## config.mk

```make
export PLATFORM = sky130hd
export DESIGN_NAME = tcc_regs
export DESIGN_NICKNAME = d
export VERILOG_FILES = /design/src/design/tcc_pkg.sv /design/src/design/tcc_regs.sv
export VERILOG_INCLUDE_DIRS = /design/src /design/src/design
export SDC_FILE = /design/constraint.sdc
export NUM_CORES = 2
export LEC_CHECK = 0
export ABC_AREA = 1
export ABC_CLOCK_PERIOD_IN_PS = 2400
export BUFFER_PORTS_ARGS = -buffer_cell sky130_fd_sc_hd__clkbuf_2
export CAP_MARGIN = 0
export CORE_MARGIN = 2
export CORE_UTILIZATION = 40
export DETAILED_ROUTE_END_ITERATION = 7
export HOLD_SLACK_MARGIN = 0.08
export MAX_ROUTING_LAYER = met4
export PLACE_DENSITY = 0.65
export SLEW_MARGIN = 15
export SYNTH_ARGS = -nofsm -noshare
export SYNTH_HDL_FRONTEND = slang
export SYNTH_SLANG_ARGS = --single-unit
export TNS_END_PERCENT = 20
```

## constraint.sdc

```tcl
create_clock -name clk_sys -period 2.4 [get_ports clk_sys]
set_input_delay 0.24 -clock clk_sys [delete_from_list [all_inputs] [get_ports clk_sys]]
set_output_delay 0.24 -clock clk_sys [all_outputs]
set_load 0.1 [all_outputs]
```

## src/design/tcc_params.svh

```systemverilog
/*
 * Register map, reset values and field positions of the capture/compare and PWM register set.
 * Assumes word addressing on the register bus (one 32-bit word per register).
 */
`ifndef TCC_PARAMS_SVH
`define TCC_PARAMS_SVH

`define TCC_ADDR_W        6
`define TCC_A_CAPCMP      6'h00
`define TCC_N_CAPCMP      6'h0C
`define TCC_A_EVCMP       6'h0C
`define TCC_N_EVCMP       6'h06
`define TCC_A_MATCH11     6'h12
`define TCC_N_MATCH11     6'h02
`define TCC_A_OSB         6'h14
`define TCC_N_OSB         6'h02
`define TCC_A_PERIOD      6'h18
`define TCC_N_PWM         6'h08
`define TCC_A_SHADOW      6'h20
`define TCC_A_DUTY        6'h28
`define TCC_A_STATUS      6'h30
`define TCC_A_MASK        6'h31

`define TCC_RST_W16       16'hFFFF
`define TCC_RST_W8        8'hFF
`define TCC_RST_OSB       16'h0000

`define TCC_FLAGS_W       28
`define TCC_FLG_CAPCMP    0
`define TCC_FLG_MATCH11   12
`define TCC_FLG_EVCMP     14
`define TCC_FLG_PERIOD    20

`endif

```

## src/design/tcc_pkg.sv

```systemverilog
/*
 * Types shared by the capture/compare and PWM register set.
 * Assumes tcc_params.svh carries every number.
 */
`default_nettype none

package tcc_pkg;

    // Pin function of one capture/compare register.
    // Capture: sel bit0 rising edge, bit1 falling edge.
    // Compare: 00 no change, 01 drive low, 10 drive high, 11 toggle.
    typedef struct packed {
        logic       is_capture;
        logic [1:0] sel;
    } tcc_pfs_type;

endpackage : tcc_pkg

`default_nettype wire

```

## src/design/tcc_regs.sv

```systemverilog
/*
 * Capture/compare, event compare, compare match, offset-base capture and PWM period/duty registers
 * of a multi-channel timer, with an Avalon-MM slave, sticky flags, mask and one interrupt line.
 * Assumes free counts, event tallies and pin-function settings come from counter logic on clk_sys,
 * capture pins are asynchronous, and standby is a level on clk_sys.
 */
// Added by the designer: the register addresses and the Avalon-MM register port.
//
// Overview of operation
// - Capture mode latches free count, sets flag
// - Pin function picks capture/compare and edge
// - Channel 9 match captures channel 3, no flag
// - Compare equality sets flag, drives output action
// - Capture/compare regs word-only, reset to ones
// - Event compare match flags on next edge
// - Trigger enable gates channel 9 capture trigger
// - Event compare regs byte access, reset ones
// - Channel 11 equality sets flag, output action
// - Channel 11 A/B matches go to sequencer
// - Offset-base regs latch on channel 0 edge
// - Offset-base regs read-only, reset to zero
// - Period match: flag, clear counter, load duty
// - Period regs word-only, reset to ones
// - Duty match drives PWM pin low
// - Shadow duty regs word-only, reset ones
// - Duty regs word-only, reset to ones
`include "tcc_params.svh"
`default_nettype none

module tcc_regs
    import tcc_pkg::*;
#(
    parameter int CNT_W = 16
) (
    input  wire logic                  clk_sys,
    input  wire logic                  rst_n,
    input  wire logic                  standby,
    input  wire logic [5:0]            avs_address,
    input  wire logic                  avs_read,
    input  wire logic                  avs_write,
    input  wire logic [31:0]           avs_writedata,
    input  wire logic [3:0]            avs_byteenable,
    output var  logic [31:0]           avs_readdata,
    output var  logic                  avs_waitrequest,
    output var  logic                  irq,
    input  wire logic [11:0]           cc_pin,
    input  wire tcc_pfs_type [11:0]    cc_pfs,
    input  wire logic [2:0][15:0]      cc_free_count,
    output var  logic [11:0]           cc_cmp_out,
    input  wire logic [5:0][7:0]       ch9_tally,
    input  wire logic [5:0]            ch9_edge,
    input  wire logic [3:0]            ch3_trigger_enable,
    output var  logic [5:0]            ch9_match,
    input  wire logic [15:0]           ch11_free_count,
    input  wire tcc_pfs_type [1:0]     ch11_pfs,
    output var  logic [1:0]            ch11_cmp_out,
    output var  logic [1:0]            pulse_sequencer_trig,
    input  wire logic                  chan0_capture_a,
    input  wire logic [1:0]            osb_edge_sel,
    input  wire logic [15:0]           ch1_free_count,
    input  wire logic [15:0]           ch2_free_count,
    input  wire logic [7:0][15:0]      pwm_free_count,
    output var  logic [7:0]            pwm_count_clear,
    output var  logic [7:0]            pwm_out_pin
);

    if (CNT_W != 16) begin : g_bad_width
        $error("tcc_regs: register map serves 16-bit counts only");
    end

    function automatic logic cap_edge(input logic [1:0] sel, input logic rise, input logic fall);
        cap_edge = (sel[0] & rise) | (sel[1] & fall);
    endfunction : cap_edge

    function automatic logic cmp_action(input logic [1:0] sel, input logic cur);
        case (sel)
            2'h1:    cmp_action = 1'b0;
            2'h2:    cmp_action = 1'b1;
            2'h3:    cmp_action = ~cur;
            default: cmp_action = cur;
        endcase
    endfunction : cmp_action

    function automatic logic in_rng(input logic [5:0] a, input logic [5:0] base, input logic [5:0] n);
        in_rng = (a >= base) && (a < 6'(base + n));
    endfunction : in_rng

    // Storage
    logic [15:0]              cc_r        [12];
    logic [15:0]              cc_nxt      [12];
    logic [7:0]               ev_r        [6];
    logic [7:0]               ev_nxt      [6];
    logic [15:0]              m11_r       [2];
    logic [15:0]              m11_nxt     [2];
    logic [15:0]              osb_r       [2];
    logic [15:0]              osb_nxt     [2];
    logic [15:0]              per_r       [8];
    logic [15:0]              per_nxt     [8];
    logic [15:0]              shd_r       [8];
    logic [15:0]              shd_nxt     [8];
    logic [15:0]              dty_r       [8];
    logic [15:0]              dty_nxt     [8];
    logic [`TCC_FLAGS_W-1:0]  status_r;
    logic [`TCC_FLAGS_W-1:0]  status_nxt;
    logic [`TCC_FLAGS_W-1:0]  mask_r;
    logic [29:0]              eq_prev_r;
    logic [11:0]              cc_out_nxt;
    logic [1:0]               m11_out_nxt;
    logic [7:0]               pwm_nxt;
    logic                     ack_r;
    logic [31:0]              rd_nxt;

    // Pin synchronisers: stage 1 feeds stage 2 only, stage 3 is for edge detection
    logic [12:0] pin_s1_r;
    logic [12:0] pin_s2_r;
    logic [12:0] pin_s3_r;

    always_ff @(posedge clk_sys or negedge rst_n) begin
        if (!rst_n) begin
            pin_s1_r <= 13'h0000;
            pin_s2_r <= 13'h0000;
            pin_s3_r <= 13'h0000;
        end else begin
            pin_s1_r <= {chan0_capture_a, cc_pin};
            pin_s2_r <= pin_s1_r;
            pin_s3_r <= pin_s2_r;
        end
    end

    wire [12:0] pin_rise = pin_s2_r & ~pin_s3_r;
    wire [12:0] pin_fall = ~pin_s2_r & pin_s3_r;

    // Compare equalities; only the first cycle of equality counts, so a stalled counter fires once
    wire [29:0] eq_now;
    wire [29:0] eq_evt = eq_now & ~eq_prev_r;
    wire [5:0]  ch9_eq;
    wire [5:0]  ch9_hit;
    wire [11:0] cc_pin_cap;
    wire [11:0] cc_trig_cap;
    wire [11:0] cc_cap;
    wire [11:0] cc_flag_set;
    wire [7:0]  per_evt = eq_evt[21:14];
    wire [7:0]  dty_evt = eq_evt[29:22];
    wire        osb_hit = cap_edge(osb_edge_sel, pin_rise[12], pin_fall[12]);

    for (genvar i = 0; i < 12; i++) begin : g_cc
        assign eq_now[i]      = cc_r[i] == cc_free_count[i/4];
        assign cc_pin_cap[i]  = cc_pfs[i].is_capture & cap_edge(cc_pfs[i].sel, pin_rise[i], pin_fall[i]);
        if (i < 4) begin : g_trig
            assign cc_trig_cap[i] = cc_pfs[i].is_capture & ch3_trigger_enable[i] & ch9_hit[i];
        end else begin : g_notrig
            assign cc_trig_cap[i] = 1'b0;
        end
        assign cc_cap[i]      = cc_pin_cap[i] | cc_trig_cap[i];
        // Trigger-only captures leave the flag alone
        assign cc_flag_set[i] = cc_pin_cap[i] | (~cc_pfs[i].is_capture & eq_evt[i]);
    end

    for (genvar k = 0; k < 6; k++) begin : g_ev
        assign ch9_eq[k]  = ev_r[k] == ch9_tally[k];
        assign ch9_hit[k] = ch9_eq[k] & ch9_edge[k];
    end

    for (genvar j = 0; j < 2; j++) begin : g_m11
        assign eq_now[12+j] = m11_r[j] == ch11_free_count;
    end

    for (genvar j = 0; j < 8; j++) begin : g_pwm
        assign eq_now[14+j] = per_r[j] == pwm_free_count[j];
        assign eq_now[22+j] = dty_r[j] == pwm_free_count[j];
    end

    // Avalon slave: one wait state on every access
    wire        bus_req  = avs_read | avs_write;
    wire        wr_go    = avs_write & ack_r;
    wire        be_word  = avs_byteenable[1:0] == 2'h3;
    wire        wr16     = wr_go & be_word;
    wire        wr8      = wr_go & avs_byteenable[0];
    wire [15:0] wd16     = avs_writedata[15:0];
    wire [5:0]  a        = avs_address;
    wire        sel_cc   = in_rng(a, `TCC_A_CAPCMP, `TCC_N_CAPCMP);
    wire        sel_ev   = in_rng(a, `TCC_A_EVCMP, `TCC_N_EVCMP);
    wire        sel_m11  = in_rng(a, `TCC_A_MATCH11, `TCC_N_MATCH11);
    wire        sel_osb  = in_rng(a, `TCC_A_OSB, `TCC_N_OSB);
    wire        sel_per  = in_rng(a, `TCC_A_PERIOD, `TCC_N_PWM);
    wire        sel_shd  = in_rng(a, `TCC_A_SHADOW, `TCC_N_PWM);
    wire        sel_dty  = in_rng(a, `TCC_A_DUTY, `TCC_N_PWM);
    wire        sel_stat = a == `TCC_A_STATUS;
    wire        sel_mask = a == `TCC_A_MASK;
    wire [5:0]  off_cc   = 6'(a - `TCC_A_CAPCMP);
    wire [5:0]  off_ev   = 6'(a - `TCC_A_EVCMP);
    wire [5:0]  off_m11  = 6'(a - `TCC_A_MATCH11);
    wire [5:0]  off_osb  = 6'(a - `TCC_A_OSB);
    wire [5:0]  off_per  = 6'(a - `TCC_A_PERIOD);
    wire [5:0]  off_shd  = 6'(a - `TCC_A_SHADOW);
    wire [5:0]  off_dty  = 6'(a - `TCC_A_DUTY);

    wire [`TCC_FLAGS_W-1:0] flag_set = {per_evt, ch9_hit, eq_evt[13:12], cc_flag_set};
    wire [`TCC_FLAGS_W-1:0] flag_clr = (wr_go && sel_stat) ? avs_writedata[`TCC_FLAGS_W-1:0] : '0;

    assign avs_waitrequest = bus_req & ~ack_r;
    assign irq             = |(status_r & mask_r);
    // Hardware set wins over a write-one-to-clear in the same cycle
    assign status_nxt      = (status_r & ~flag_clr) | flag_set;

    always_comb begin
        rd_nxt = 32'h0000_0000;
        if (sel_cc) begin
            rd_nxt[15:0] = cc_r[off_cc[3:0]];
        end else if (sel_ev) begin
            rd_nxt[7:0] = ev_r[off_ev[2:0]];
        end else if (sel_m11) begin
            rd_nxt[15:0] = m11_r[off_m11[0]];
        end else if (sel_osb) begin
            rd_nxt[15:0] = osb_r[off_osb[0]];
        end else if (sel_per) begin
            rd_nxt[15:0] = per_r[off_per[2:0]];
        end else if (sel_shd) begin
            rd_nxt[15:0] = shd_r[off_shd[2:0]];
        end else if (sel_dty) begin
            rd_nxt[15:0] = dty_r[off_dty[2:0]];
        end else if (sel_stat) begin
            rd_nxt[`TCC_FLAGS_W-1:0] = status_r;
        end else if (sel_mask) begin
            rd_nxt[`TCC_FLAGS_W-1:0] = mask_r;
        end
    end

    always_comb begin
        for (int i = 0; i < 12; i++) begin
            cc_nxt[i]     = cc_r[i];
            cc_out_nxt[i] = cc_cmp_out[i];
            if (wr16 && sel_cc && off_cc == 6'(i)) begin
                cc_nxt[i] = wd16;
            end
            if (cc_cap[i]) begin
                cc_nxt[i] = cc_free_count[i/4];
            end
            if (!cc_pfs[i].is_capture && eq_evt[i]) begin
                cc_out_nxt[i] = cmp_action(cc_pfs[i].sel, cc_cmp_out[i]);
            end
        end
        for (int k = 0; k < 6; k++) begin
            ev_nxt[k] = (wr8 && sel_ev && off_ev == 6'(k)) ? avs_writedata[7:0] : ev_r[k];
        end
        for (int j = 0; j < 2; j++) begin
            m11_nxt[j]     = (wr16 && sel_m11 && off_m11 == 6'(j)) ? wd16 : m11_r[j];
            m11_out_nxt[j] = eq_evt[12+j] ? cmp_action(ch11_pfs[j].sel, ch11_cmp_out[j]) : ch11_cmp_out[j];
        end
        // Offset-base registers have no write path
        osb_nxt[0] = osb_hit ? ch1_free_count : osb_r[0];
        osb_nxt[1] = osb_hit ? ch2_free_count : osb_r[1];
        for (int j = 0; j < 8; j++) begin
            per_nxt[j] = (wr16 && sel_per && off_per == 6'(j)) ? wd16 : per_r[j];
            shd_nxt[j] = (wr16 && sel_shd && off_shd == 6'(j)) ? wd16 : shd_r[j];
            dty_nxt[j] = (wr16 && sel_dty && off_dty == 6'(j)) ? wd16 : dty_r[j];
            if (per_evt[j]) begin
                dty_nxt[j] = shd_r[j];
            end
            // Period match wins so a duty equal to the period gives a full-high output
            if (per_evt[j]) begin
                pwm_nxt[j] = 1'b1;
            end else if (dty_evt[j]) begin
                pwm_nxt[j] = 1'b0;
            end else begin
                pwm_nxt[j] = pwm_out_pin[j];
            end
        end
    end

    always_ff @(posedge clk_sys or negedge rst_n) begin
        if (!rst_n) begin
            ack_r        <= 1'b0;
            avs_readdata <= 32'h0000_0000;
        end else begin
            ack_r <= bus_req & ~ack_r;
            if (avs_read && !ack_r) begin
                avs_readdata <= rd_nxt;
            end
        end
    end

    // Standby acts like power-on reset on every register but the bus handshake, read data and pin synchronisers; synchronous, so only rst_n is asynchronous
    always_ff @(posedge clk_sys or negedge rst_n) begin
        if (!rst_n) begin
            for (int i = 0; i < 12; i++) cc_r[i] <= `TCC_RST_W16;
            for (int k = 0; k < 6; k++)  ev_r[k] <= `TCC_RST_W8;
            for (int j = 0; j < 2; j++)  m11_r[j] <= `TCC_RST_W16;
            for (int j = 0; j < 2; j++)  osb_r[j] <= `TCC_RST_OSB;
            for (int j = 0; j < 8; j++)  per_r[j] <= `TCC_RST_W16;
            for (int j = 0; j < 8; j++)  shd_r[j] <= `TCC_RST_W16;
            for (int j = 0; j < 8; j++)  dty_r[j] <= `TCC_RST_W16;
            status_r             <= '0;
            mask_r               <= '0;
            eq_prev_r            <= 30'h0000_0000;
            cc_cmp_out           <= 12'h000;
            ch11_cmp_out         <= 2'h0;
            ch9_match            <= 6'h00;
            pulse_sequencer_trig <= 2'h0;
            pwm_count_clear      <= 8'h00;
            pwm_out_pin          <= 8'h00;
        end else if (standby) begin
            for (int i = 0; i < 12; i++) cc_r[i] <= `TCC_RST_W16;
            for (int k = 0; k < 6; k++)  ev_r[k] <= `TCC_RST_W8;
            for (int j = 0; j < 2; j++)  m11_r[j] <= `TCC_RST_W16;
            for (int j = 0; j < 2; j++)  osb_r[j] <= `TCC_RST_OSB;
            for (int j = 0; j < 8; j++)  per_r[j] <= `TCC_RST_W16;
            for (int j = 0; j < 8; j++)  shd_r[j] <= `TCC_RST_W16;
            for (int j = 0; j < 8; j++)  dty_r[j] <= `TCC_RST_W16;
            status_r             <= '0;
            mask_r               <= '0;
            eq_prev_r            <= 30'h0000_0000;
            cc_cmp_out           <= 12'h000;
            ch11_cmp_out         <= 2'h0;
            ch9_match            <= 6'h00;
            pulse_sequencer_trig <= 2'h0;
            pwm_count_clear      <= 8'h00;
            pwm_out_pin          <= 8'h00;
        end else begin
            cc_r                 <= cc_nxt;
            ev_r                 <= ev_nxt;
            m11_r                <= m11_nxt;
            osb_r                <= osb_nxt;
            per_r                <= per_nxt;
            shd_r                <= shd_nxt;
            dty_r                <= dty_nxt;
            status_r             <= status_nxt;
            if (wr_go && sel_mask) mask_r <= avs_writedata[`TCC_FLAGS_W-1:0];
            eq_prev_r            <= eq_now;
            cc_cmp_out           <= cc_out_nxt;
            ch11_cmp_out         <= m11_out_nxt;
            ch9_match            <= ch9_eq;
            pulse_sequencer_trig <= eq_evt[13:12];
            pwm_count_clear      <= per_evt;
            pwm_out_pin          <= pwm_nxt;
        end
    end
endmodule : tcc_regs

`default_nettype wire

```

==> impl_metrics.csv <==
group,metric,value,unit
outcome,status,"finished, violations left",
outcome,failed_checks,"design-rule violations, negative setup slack",
timing,setup_viol,1,
synthesis,synth_edf_count,0,
critical_path,r2r-start,"ack_r",
cells_and_area,nets,7925,
route,vias_per_cell,5.71,
power,power_density,680,mW/mm^2
critical_path,worstPathRequired,2160,ps
placement,pre_cts_ws,-206,ps
synthesis,synth_ff_type,"dfstp_2",
cells_and_area,syn_to_final_growth,27.7,%
synthesis,yosysSeqAreaShare,45.2,%
timing,min_period,2690,ps
route,vias,52959,
synthesis,synthCells,6609,
global_route,grt_first_pass_wirelength,349,mm
timing,grt_setup_unrepaired,"yes",
placement,io_buffers,445,
die,io_pins,458,
clocking,clockBufferDepth,3,
die,row_count,130,
timing,hold_viol,0,
global_route,grt_max_degree,136,
min_path,min_path_cells,4,
timing,finalWorstSetupSlack,-287,ps
global_route,grt_util_all_layers,37.9,%
critical_path,reg2reg_depth,10,
timing,tightest_slew,1150,ps
cells_and_area,final_common_cell,"nand2_1",
cells_and_area,final-seq-area,0.0228,sq mm
route,drtIter0Drc,7298,
power,intPower,29.7,mW
min_path,hold_class,"input pin to flop",
critical_path,arrival,2450,ps
power,switching_share,32.4,%
timing,max_clock_freq,372,MHz
die,coreArea,0.126,sq mm
route,drt-wirelength-per-cell,26.3,um
critical_path,criticalPathCategory,"flop to primary output",
critical_path,timing.rr.end,"per_r[68]",
die,die_w,359,um
power,share_seq_of_total_power,41.2,%
clocking,numCtsBuffers,103,
clocking,clkTransAtPathRegs,60,ps
synthesis,synth.top_cell.area_share,34.1,%
route,ant_nets,0,
timing,final_max_slew_viol_count,0,
power,finalPower,43.9,mW
flow_run,max_cap_viol_count,0,
die,die_height,359,um
timing,max_slew_margin,22.9,%
timing,clock_skew,44.7,ps
clocking,cts.sinks,880,
cells_and_area,final_cell_mix,"1,550 x nand2_1, 799 x o21ai_0, 695 x nor2_1",
power,netSwitchingPower,14.2,mW
placement,dp_hpwl,179,mm
cells_and_area,fill_cells,11917,
power,p_clk_share,38.3,%
synthesis,synth_cell_types,56,
global_route,grt_pass1_vias,50724,
placement,place_congestion,1.05,
synthesis,synth-seq-cells,880,
global_route,grt_overflow,0,
cells_and_area,design_area,0.0646,sq mm
critical_path,crit_path_start_kind,"flop",
timing,period_share,112,%
clocking,htree_levels,3,
route,routed_wl,244,mm
clocking,cts_tree,"yes",
synthesis,synth_async_sr_flop_share,100,%
route,dr.pass1.iters,8,
die,start_util,40.3,%
critical_path,critPathMaxFanout,2,
power,power.static_leakage,29.6,nW
clocking,insertion_delay,770,ps
cells_and_area,drive_above_1_share,24.4,%
synthesis,post_synth.cell_area_avg,7.65,sq um
placement,placed_area,0.0577,sq mm
global_route,antenna_found_initial,15,
die,die_area,0.129,sq mm
synthesis,synth_area_leaders,"dfstp_2 34%, nand2_1 12%, dfrtp_1 11%",
power,combPwrFrac,20.5,%
critical_path,endpoint,"irq",
clocking,cts-root-buf,"clkbuf_16",
critical_path,endpoint_kind,"primary output",
synthesis,synth.cell_area,0.0505,sq mm
synthesis,synth_largest_area_cell,"dfstp_2",
synthesis,yosys_warnings,0,
route,route.detailed.drc,4,
critical_path,regToRegSetupSlack,60,ps
power,ir_drop,0.639,mV
critical_path,crit_start,"status_r[0]",
cells_and_area,multi_input_area,0.0240,sq mm
registers in the layout, summed over array words and instances, names as in the netlist, 6 cells and up:
name             count
per_r              128
pwm_out_pin          8
mask_r              28
status_r            28
pin_s3_r            13
osb_r               32
dty_r              128
ev_r                48
cc_cmp_out          12
m11_r               32
eq_prev_r           30
shd_r              128
pin_s1_r            13
cc_r               192
ch9_match            6
pwm_count_clear      8
avs_readdata        28
pin_s2_r            13
synthesized netlist by cell type (12+ instances only):
cell / instances
dfstp_2: 656
inv_1: 554
a22oi_1: 55
a221oi_1: 12
dfrtp_1: 224
inv_2: 14
nor2_1: 722
xor2_1: 147
nor4_1: 16
o22ai_1: 129
o21ai_0: 803
buf_4: 15
o211ai_1: 14
clkbuf_1: 262
clkinv_1: 14
o2111ai_1: 36
or2_2: 12
buf_1: 31
a21oi_1: 357
ha_1: 17
o21ai_1: 16
buf_2: 104
nor3_1: 47
nand3_1: 203
nand2_1: 1556
xnor2_1: 313
nand4_1: 181
power by group through the flow:
| stage | combinational, mW | sequential (mW) | clock [mW] |
|---|---|---|---|
| floorplan | 4.21 | 18.2 | 0 |
| global placement | 8.19 | 18.2 | 0 |
| detailed placement | 8.30 | 18.2 | 0 |
| CTS | 8.75 | 18.0 | 16.9 |
| global route | 9.59 | 18.2 | 17.5 |
| finish | 9.01 | 18.1 | 16.8 |
cells by family after synthesis:
group / Yosys count / share of synthesized area (%)
adder cells (fa/ha/maj): 17 / 0.421
buffers and inverters: 997 / 7.80
AND/OR/NAND/NOR: 2774 / 22.6
flip-flops: 880 / 45.2
AO/OA/AOI/OAI: 1480 / 16.0
XOR/XNOR: 460 / 7.97
other: 1 / 0.00742
worst min-delay path by stage:
stage | from | end | slack (ps)
after CTS | pwm_free_count[105] | eq_prev_r[28] | 80
after floorplan | rst_n | ack_r | -60
after global placement | rst_n | pwm_out_pin[4] | 220
final | cc_pfs[32] | status_r[10] | 30
after detailed placement | rst_n | pwm_out_pin[4] | 220
after global routing | cc_pfs[32] | status_r[10] | 90
metal layers:
layer	vias to the layer above	routed length, um	global-route usage [%]
met5	-	0	-
met2	3366	107000	56.7
li1	23422	-	-
met1	25418	94300	47.5
met4	0	17100	21.3
met3	753	25500	8.42
worst max-delay path, stage by stage, from the launching register on:
cell      delay (ps)
dfrtp_1          380
inv_1            150
o21ai_0          210
a221oi_1         250
nand4_1          340
clkbuf_8         350
stage by stage:
| stage | utilization, % | setup TNS (ps) | hold WS (ps) | std cells |
|---|---|---|---|---|
| after detailed placement | 46.0 | -1110 | 216 | 8759 |
| final | 51.4 | -287 | 30.6 | 9278 |
| after floorplan | - | 0 | -55.6 | 6612 |
| after CTS | 51.3 | -468 | 80.3 | 9263 |
| after global routing | 51.4 | -310 | 87.3 | 9272 |
| after global placement | 46.0 | -588 | 216 | 8759 |
final cells by class:
cell class / count / area share [%]
Antenna cell: 16 / 0.0620
Clock buffer: 146 / 4.70
Clock inverter: 49 / 0.845
Inverter: 582 / 3.39
Multi-Input combinational cell: 4735 / 37.1
Sequential cell: 880 / 35.4
Tap cell: 1650 / 3.20
Timing Repair Buffer: 1220 / 15.3
timing repair:
action,in CTS,in global routing
setup endpoints to repair,2,40
hold buffers,306,0
cloned,0,0
gates resized for setup,12,27
pin swaps,1,5
buffers inserted,3,0
hold endpoints to repair,553,0
Note: power is estimated with default switching activity, not from simulation.
